### src/fsid_pkg.sv
// Package: constants and types for the flash sleep and ID readout block
package fsid_pkg;

    // ------------------------------------------------------------
    // Command codes
    // ------------------------------------------------------------
    localparam logic [7:0] CMD_DEEP_SLEEP     = 8'hB9;
    localparam logic [7:0] CMD_WAKE_SIGNATURE = 8'hAB;
    localparam logic [7:0] CMD_ID_SINGLE      = 8'h90;
    localparam logic [7:0] CMD_ID_DUAL        = 8'h92;
    localparam logic [7:0] CMD_ID_QUAD        = 8'h94;

    // ------------------------------------------------------------
    // Identity values (arbitrary, not those of any real part)
    // ------------------------------------------------------------
    localparam logic [7:0] MFR_ID_VALUE       = 8'h5A;  // Arbitrary value
    localparam logic [7:0] DEV_ID_VALUE       = 8'h3C;  // Arbitrary value
    localparam logic [7:0] SIGNATURE_VALUE    = 8'h3C;  // Arbitrary value
    localparam logic [7:0] ADDR_DEV_FIRST     = 8'h01;

    // ------------------------------------------------------------
    // Timing
    // ------------------------------------------------------------
    localparam int CLK_PERIOD_NS          = 8;
    localparam int SLEEP_ENTRY_DELAY_NS   = 3000;
    localparam int WAKE_DELAY_NS          = 8000;
    localparam int SLEEP_ENTRY_CYCLES     =
        (SLEEP_ENTRY_DELAY_NS + CLK_PERIOD_NS - 1) / CLK_PERIOD_NS;
    localparam int WAKE_CYCLES            =
        (WAKE_DELAY_NS + CLK_PERIOD_NS - 1) / CLK_PERIOD_NS;
    localparam int TIMER_W                = 11;

    // ------------------------------------------------------------
    // Frame counting
    // ------------------------------------------------------------
    localparam logic [5:0] CMD_BITS       = 6'h08;
    localparam logic [5:0] PREAMBLE_BYTES = 6'h03;  // Two dummy bytes plus address

    // ------------------------------------------------------------
    // Power states and frame phases
    // ------------------------------------------------------------
    typedef enum logic [1:0] {PWR_STANDBY, PWR_ENTERING, PWR_SLEEP, PWR_WAKING} fsid_pwr_t;
    typedef enum logic [2:0] {PH_CMD, PH_PRE, PH_OUT, PH_SIG, PH_IGNORE} fsid_phase_t;

    // Data line bundle
    typedef struct packed {
        logic [3:0] out;
        logic [3:0] oe_n;
    } fsid_io_t;

endpackage : fsid_pkg

### src/fsid_core.sv
// Device logic: deep sleep entry, wake, signature and ID readout
`timescale 1ns/1ps

// How it works
// - Asleep: ignore all but wake/signature
// - Sleep begins after sleep entry delay
// - Sleep commands only at eighth bit
// - Reset starts in standby, not sleep
// - Wake while awake: standby at once
// - Wake from sleep takes the wake delay
// - Signature byte returned by wake code
// - Wake blocked while write busy
// - Signature repeats until deselect
// - ID bits out on falling edge, MSB first
// - Address one swaps ID order
// - IDs alternate until deselect
// - Dual variant two bits per clock
// - Quad variant four bits per clock
// - Inputs latched on rising clock edge
// - Busy flag blocks commands during writes
module fsid_core
    import fsid_pkg::*;
(
    input  wire logic       core_clk,
    input  wire logic       rstn,
    input  wire logic       cs_n,
    input  wire logic       sclk,
    input  wire logic [3:0] io_in,
    input  wire logic       write_busy_flag,
    output logic [3:0]      io_out,
    output logic [3:0]      io_oe_n,
    output logic            deep_sleep,
    output logic            standby
);

    // ------------------------------------------------------------
    // Reset release
    // ------------------------------------------------------------
    logic rst_q1;
    logic rst_n;

    always_ff @(posedge core_clk or negedge rstn) begin
        if (!rstn) begin
            rst_q1 <= 1'b0;
            rst_n  <= 1'b0;
        end else begin
            rst_q1 <= 1'b1;
            rst_n  <= rst_q1;
        end
    end

    // ------------------------------------------------------------
    // Input synchronisers
    // ------------------------------------------------------------
    logic [6:0] s1;
    logic [6:0] s2;
    logic [6:0] s3;
    logic [6:0] raw;
    logic       cs_st;
    logic       sck_st;
    logic [3:0] io_st;
    logic       busy_st;

    assign raw = {write_busy_flag, io_in, sclk, cs_n};

    // Three stages; a change counts once stages two and three agree
    always_ff @(posedge core_clk or negedge rst_n) begin
        if (!rst_n) begin
            s1 <= 7'h03;  // Idle levels: deselected, link clock parked high
            s2 <= 7'h03;
            s3 <= 7'h03;
        end else begin
            s1 <= raw;
            s2 <= s1;
            s3 <= s2;
        end
    end

    // Filtered levels
    logic [6:0] filt;
    logic [6:0] next_filt;

    always_comb begin
        for (int i = 0; i < 7; i++) begin
            next_filt[i] = (s2[i] == s3[i]) ? s3[i] : filt[i];
        end
    end

    always_ff @(posedge core_clk or negedge rst_n) begin
        if (!rst_n) begin
            filt <= 7'h03;  // Matches idle pins so no false clock edge follows reset
        end else begin
            filt <= next_filt;
        end
    end

    assign cs_st   = filt[0];
    assign sck_st  = filt[1];
    assign io_st   = filt[5:2];
    assign busy_st = filt[6];

    // Edge events from filtered levels
    logic sck_rise;
    logic sck_fall;
    logic cs_rise;
    logic cs_fall;

    assign sck_rise = next_filt[1] & ~sck_st;
    assign sck_fall = ~next_filt[1] & sck_st;
    assign cs_rise  = next_filt[0] & ~cs_st;
    assign cs_fall  = ~next_filt[0] & cs_st;

    // Shift in per mode width
    function automatic logic [7:0] shift_in(input logic [7:0] cur,
                                           input logic [1:0] w,
                                           input logic [3:0] d);
        case (w)
            2'h1:    shift_in = {cur[5:0], d[1:0]};
            2'h2:    shift_in = {cur[3:0], d};
            default: shift_in = {cur[6:0], d[0]};
        endcase
    endfunction : shift_in

    // ------------------------------------------------------------
    // Frame decoder
    // ------------------------------------------------------------
    fsid_phase_t phase;
    fsid_phase_t next_phase;
    logic [7:0]  sr;
    logic [7:0]  next_sr;
    logic [5:0]  bitcnt;
    logic [5:0]  next_bitcnt;
    logic [5:0]  bytecnt;
    logic [5:0]  next_bytecnt;
    logic [1:0]  width;           // 0 single, 1 dual, 2 quad
    logic [1:0]  next_width;
    logic        swap;
    logic        next_swap;
    logic [7:0]  cmd;
    logic [7:0]  next_cmd;
    logic        cmd_done;
    logic        next_cmd_done;
    logic [3:0]  next_io_out;
    logic [3:0]  next_io_oe_n;
    logic [5:0]  per_byte;

    fsid_pwr_t   pwr;
    logic        awake;

    assign awake    = (pwr == PWR_STANDBY);
    assign per_byte = (width == 2'h2) ? 6'h02 : (width == 2'h1) ? 6'h04 : 6'h08;

    always_comb begin
        next_phase    = phase;
        next_sr       = sr;
        next_bitcnt   = bitcnt;
        next_bytecnt  = bytecnt;
        next_width    = width;
        next_swap     = swap;
        next_cmd      = cmd;
        next_cmd_done = cmd_done;
        next_io_out   = io_out;
        next_io_oe_n  = io_oe_n;
        if (cs_fall) begin
            next_phase    = PH_CMD;
            next_bitcnt   = 6'h00;
            next_bytecnt  = 6'h00;
            next_width    = 2'h0;
            next_cmd_done = 1'b0;
            next_sr       = 8'h00;
        end else if (cs_rise || cs_st) begin
            next_phase   = PH_IGNORE;
            next_io_oe_n = 4'hF;
        end else if (sck_rise) begin
            case (phase)
                PH_CMD: begin
                    next_sr     = shift_in(sr, 2'h0, io_st);
                    next_bitcnt = bitcnt + 6'h01;
                    if (bitcnt + 6'h01 == CMD_BITS) begin
                        next_cmd      = next_sr;
                        next_cmd_done = 1'b1;
                        next_bitcnt   = 6'h00;
                        if (next_sr == CMD_WAKE_SIGNATURE && !busy_st) begin
                            next_phase = PH_SIG;
                            next_sr    = SIGNATURE_VALUE;
                        end else if (!awake || busy_st) begin
                            next_phase = PH_IGNORE;
                        end else if (next_sr == CMD_ID_SINGLE) begin
                            next_phase = PH_PRE;
                        end else if (next_sr == CMD_ID_DUAL) begin
                            next_phase = PH_PRE;
                            next_width = 2'h1;
                        end else if (next_sr == CMD_ID_QUAD) begin
                            next_phase = PH_PRE;
                            next_width = 2'h2;
                        end else begin
                            next_phase = PH_IGNORE;
                        end
                    end
                end
                PH_PRE: begin
                    next_sr     = shift_in(sr, width, io_st);
                    next_bitcnt = bitcnt + 6'h01;
                    if (bitcnt + 6'h01 == per_byte) begin
                        next_bitcnt  = 6'h00;
                        next_bytecnt = bytecnt + 6'h01;
                        if (bytecnt + 6'h01 == PREAMBLE_BYTES) begin
                            next_swap  = (next_sr == ADDR_DEV_FIRST);
                            next_sr    = (next_sr == ADDR_DEV_FIRST) ? DEV_ID_VALUE
                                                                     : MFR_ID_VALUE;
                            next_phase = PH_OUT;
                        end
                    end
                end
                PH_OUT, PH_SIG: begin
                    next_cmd_done = 1'b0;  // Extra clocks clear cmd_done; a sleep code sits in PH_IGNORE and is cleared below
                end
                default: begin
                    next_cmd_done = 1'b0;
                end
            endcase
        end else if (sck_fall) begin
            case (phase)
                PH_OUT, PH_SIG: begin
                    next_io_oe_n = (width == 2'h2) ? 4'h0 : (width == 2'h1) ? 4'hC : 4'hD;
                    if (width == 2'h2) begin
                        next_io_out = sr[7:4];
                        next_sr     = {sr[3:0], 4'h0};
                    end else if (width == 2'h1) begin
                        next_io_out = {2'h0, sr[7:6]};
                        next_sr     = {sr[5:0], 2'h0};
                    end else begin
                        next_io_out = {2'h0, sr[7], 1'b0};     // Single line on io_line1
                        next_sr     = {sr[6:0], 1'b0};
                    end
                    next_bitcnt = bitcnt + 6'h01;
                    if (bitcnt + 6'h01 == per_byte) begin
                        next_bitcnt  = 6'h00;
                        next_bytecnt = bytecnt + 6'h01;
                        if (phase == PH_SIG) begin
                            next_sr = SIGNATURE_VALUE;
                        end else begin
                            next_swap = ~swap;
                            next_sr   = swap ? MFR_ID_VALUE : DEV_ID_VALUE;
                        end
                    end
                end
                default: begin
                    next_io_oe_n = 4'hF;
                end
            endcase
        end
    end

    always_ff @(posedge core_clk or negedge rst_n) begin
        if (!rst_n) begin
            phase    <= PH_IGNORE;
            sr       <= 8'h00;
            bitcnt   <= 6'h00;
            bytecnt  <= 6'h00;
            width    <= 2'h0;
            swap     <= 1'b0;
            cmd      <= 8'h00;
            cmd_done <= 1'b0;
            io_out   <= 4'h0;
            io_oe_n  <= 4'hF;
        end else begin
            phase    <= next_phase;
            sr       <= next_sr;
            bitcnt   <= next_bitcnt;
            bytecnt  <= next_bytecnt;
            width    <= next_width;
            swap     <= next_swap;
            cmd      <= next_cmd;
            cmd_done <= next_cmd_done;
            io_out   <= next_io_out;
            io_oe_n  <= next_io_oe_n;
        end
    end

    // ------------------------------------------------------------
    // Power state
    // ------------------------------------------------------------
    fsid_pwr_t          next_pwr;
    logic [TIMER_W-1:0] timer;
    logic [TIMER_W-1:0] next_timer;
    logic               sleep_req;
    logic               wake_req;

    // Sleep valid only when deselect lands right after the eighth bit; wake also after signature clocks
    assign sleep_req = cs_rise && cmd_done && cmd == CMD_DEEP_SLEEP && !busy_st;
    assign wake_req  = cs_rise && cmd == CMD_WAKE_SIGNATURE && !busy_st &&
                       (cmd_done || phase == PH_SIG);

    always_comb begin
        next_pwr   = pwr;
        next_timer = timer;
        case (pwr)
            PWR_STANDBY: begin
                if (sleep_req) begin
                    next_pwr   = PWR_ENTERING;
                    next_timer = TIMER_W'(SLEEP_ENTRY_CYCLES - 1);
                end
                // Wake while awake leaves standby as is
            end
            PWR_ENTERING: begin
                if (timer == '0) begin
                    next_pwr = PWR_SLEEP;
                end else begin
                    next_timer = timer - TIMER_W'(1);
                end
            end
            PWR_SLEEP: begin
                if (wake_req) begin
                    next_pwr   = PWR_WAKING;
                    next_timer = TIMER_W'(WAKE_CYCLES - 1);
                end
            end
            PWR_WAKING: begin
                if (timer == '0) begin
                    next_pwr = PWR_STANDBY;
                end else begin
                    next_timer = timer - TIMER_W'(1);
                end
            end
            default: next_pwr = PWR_STANDBY;
        endcase
    end

    // Reset always lands in standby
    always_ff @(posedge core_clk or negedge rst_n) begin
        if (!rst_n) begin
            pwr        <= PWR_STANDBY;
            timer      <= '0;
            deep_sleep <= 1'b0;
            standby    <= 1'b1;
        end else begin
            pwr        <= next_pwr;
            timer      <= next_timer;
            deep_sleep <= (next_pwr == PWR_SLEEP);
            standby    <= (next_pwr == PWR_STANDBY);
        end
    end

endmodule : fsid_core

### config.mk
export PLATFORM = sky130hd
export DESIGN_NAME = fsid_core
export DESIGN_NICKNAME = d
export VERILOG_FILES = /design/src/fsid_pkg.sv /design/src/fsid_core.sv
export SDC_FILE = /design/constraint.sdc
export NUM_CORES = 1
export LEC_CHECK = 0
export ABC_AREA = 1
export BUFFER_PORTS_ARGS = -buffer_cell sky130_fd_sc_hd__clkbuf_2
export CORE_MARGIN = 5
export CORE_UTILIZATION = 58
export CTS_BUF_LIST = sky130_fd_sc_hd__clkbuf_16
export DETAILED_ROUTE_END_ITERATION = 16
export HOLD_SLACK_MARGIN = 0.1
export PLACE_DENSITY = 0.85
export SLEW_MARGIN = 20
export SYNTH_ARGS = -nofsm -noshare
export SYNTH_HDL_FRONTEND = slang
export SYNTH_SLANG_ARGS = --single-unit
### constraint.sdc
create_clock -name core_clk -period 3.2 [get_ports core_clk]
set_input_delay 0.64 -clock core_clk [delete_from_list [all_inputs] [get_ports core_clk]]
set_output_delay 0.64 -clock core_clk [all_outputs]
set_load 0.1 [all_outputs]
==> impl_metrics.tcl <==
set metrics [dict create \
    synth_area_leader_cell "dfrtp_1" \
    finalSetupViolations 0 \
    min_path_type "flip-flop to async pin" \
    stdcell_area_um2 5360 \
    synthDistinctLibCells 39 \
    grt-ovfl-total 0 \
    slowest_delay_ns 0.56 \
    place_area_um2 5050 \
    ys_top_cells_by_count "nand2_1 (171), dfrtp_1 (74), inv_1 (73)" \
    drt-total-wl_mm 11.8 \
    syn_area_per_cell_um2 7.66 \
    dpl.cell_count 748 \
    yosysSeqAreaShare_pct 45.0 \
    slew_violations 0 \
    skew_ns 0.00949 \
    route.detailed.drc 0 \
    fp.dieW_um 102 \
    cts_tree "yes" \
    p_sw_w 0.00122 \
    crit_chain "a21oi_1 -> nor2_1 -> ha_1 -> nand2_1 -> o21ai_2 -> inv_2 -> nand2_1 -> inv_2 -> nand4_1 -> o21ai_0" \
    multi_input_area_um2 2300 \
    worstSetupEndpointType "flip-flop" \
    syn_area_um2 4870 \
    vias 4432 \
    fin_cells 766 \
    grt_pass1_vias 4286 \
    areaGrowthSynthToFinish_pct 10.1 \
    synth_mux_area_share_pct 0 \
    pwr-share-clk_pct 29.9 \
    clk_latency_ns 0.34 \
    drtAntennaViolNets 0 \
    synth_edf_count 0 \
    ff_latch_area_um2 2200 \
    power_density_nw_per_um2 604 \
    dp_hpwl_mm 8.53 \
    synthXorXnorAreaFrac_pct 0.899 \
    path_delay_family "compound AO/OA/AOI/OAI gates" \
    crit_type "flip-flop to flip-flop" \
    n_fill_cell 665 \
    rows 33 \
    ctsLongestPathBuffers 2 \
    antenna_found_initial 0 \
    synth_area_leaders "dfrtp_1 (38%), nand2_1 (13%), dfstp_2 (7.0%)" \
    hold_violations 0 \
    grt_setup_unrepaired "false" \
    crit_required_ns 3.41 \
    ys_async_sr_fraction_pct 100 \
    start_kind "flip-flop" \
    diodes 0 \
    synth.yosys.warnings 0 \
    ioPinCount 19 \
    cp.arrival_ns 2.99 \
    synthesis.nets 654 \
    grt_max_degree 86 \
    synthAdderAreaFrac_pct 3.34 \
    gp_congestion 1.04 \
    cts-buffers-inserted 9 \
    core_um2 8220 \
    ctsRootBufferMaster "clkbuf_16" \
    synth_compound_area_share_pct 11.0 \
    yosys.area_share.simple_pct 31.9 \
    drive_above_1_share_pct 13.6 \
    crit_slowest_cell "dfstp_2" \
    worstMarginPinSlew_ns 0.611 \
    die_height_um 102 \
    numPortBuffers 18 \
    crit_fanout 12 \
    swShare_pct 37.7 \
    seq_power_share_pct 43.9 \
    combPwrFrac_pct 26.2 \
    ir_worst_vdd_mv 0.360 \
    synth_ff_type "dfrtp_1" \
    tns_ns 0 \
    cts_num_sinks 87 \
    routedWlPerCell_um 15.4 \
    slew_headroom_pct 59.2 \
    clock.fmax_mhz 360 \
    start_util_pct 59.3 \
    holdWs_ns 0.276 \
    drtIter0Drc 288 \
    drv_cap 0 \
    outcome "complete, no violations" \
    grt_usage_pct 24.7 \
    intPower_w 0.00202 \
    layout.nets 674 \
    fin_crit_ns 2.78 \
    synth_top_family_by_area "simple AND/OR/NAND/NOR gates" \
    power.leakage_nw 2.61 \
    path_buf_inv 2 \
    netlist.area_leader.share_pct 38.0 \
    die-area_um2 10300 \
    post-route-period-util_pct 86.9 \
    htree_levels 3 \
    grt_pass1_wl_mm 20.0 \
    ys_ff_latch 87 \
    postSynthCellCount 636 \
    path_clk_slew_ns 0.07 \
    vias_per_cell 5.79 \
    post-synth-top-count-cell "nand2_1" \
    dr.pass1.iters 6 \
]
## final cells by class
type	count	area share, %
multi-input combinational	454	42.9
sequential	87	41.0
inverter	79	5.53
clock buffer	9	4.20
timing repair buffer	25	3.08
tap	105	2.45
clock inverter	7	0.886
## cell families (layout without fill, tap and decap cells)
family	Yosys count	count (layout)
compound gates	88	88
simple gates	346	346
buf+inv	95	120
xor+xnor	5	5
other cells	1	1
fa+ha+maj	14	14
flops	87	87
## worst paths after layout
check                           cells after the start  slack, ns   endpoint  startpoint
min in group core_clk                               0       0.35      s2[5]       s1[5]
worst min-delay path                                0       0.28      s3[2]       rst_n
max in group asynchronous                           1       2.24    standby       rst_n
worst min register to register                      0       0.28      s3[2]       rst_n
worst max-delay path                               10       0.42  bitcnt[2]     filt[1]
worst max register to register                     10       0.42  bitcnt[2]     filt[1]
## power by group through the flow
stage                     Sequential, W  Clock [W]  Combinational, W
after floorplan                 0.00139          0          0.000617
after global placement          0.00144          0          0.000796
after detailed placement        0.00144          0          0.000806
after CTS                       0.00143   0.000981          0.000821
after global routing            0.00144    0.00104          0.000954
final                           0.00142   0.000968          0.000850
## per-stage QoR
step	setup WS [ns]	total power [W]	utilization, %
after floorplan	0.620	0.00201	-
after global placement	0.708	0.00224	61.5
after detailed placement	0.484	0.00225	61.5
after CTS	0.463	0.00323	64.9
after global routing	0.179	0.00343	65.3
final	0.420	0.00324	65.3
## metal layers
metal / routed length, um / GRT usage [%]
met4: 540 / 12.8
met5: 0 / 0
met2: 5580 / 39.6
met1: 4770 / 31.3
met3: 893 / 5.37
## sequential cells by signal, summed over array words and instances (netlist names), 2 cells and up
signal	cells
phase	3
sr	8
timer	11
cmd	8
bitcnt	6
s3	7
s2	7
bytecnt	6
io_out	4
filt	7
s1	7
pwr	2
io_oe_n	3
width	2
## cells in the final DEF (no fill, tap or decap), types with 4 or more instances in the layout
cell type	instances
dfrtp_1	73
o21ai_1	8
nor3_1	12
buf_4	5
nor2_1	68
inv_1	74
o221ai_1	4
a21oi_1	27
maj3_1	5
dfstp_2	13
inv_2	5
ha_1	9
xor2_1	5
o21ai_2	11
nand3_1	53
nand2_2	6
nand2_1	171
nand4_1	19
a22oi_1	4
clkbuf_16	9
clkbuf_2	18
nor2_2	4
o21ai_0	26
## worst reg2reg max path, stage by stage (launching register included)
cell and delay (ns):
dfstp_2 0.56, a21oi_1 0.07, nor2_1 0.18, ha_1 0.35
nand2_1 0.26, o21ai_2 0.56, inv_2 0.24, nand2_1 0.18
inv_2 0.06, nand4_1 0.09, o21ai_0 0.09
## timing repair
action | 4_1_cts | 5_1_grt
setup buffers | 0 | 0
resized for setup | 0 | 0
hold endpoints to repair | 2 | 0
hold buffers | 1 | 0
Note: power is estimated with default switching activity, not from simulation.
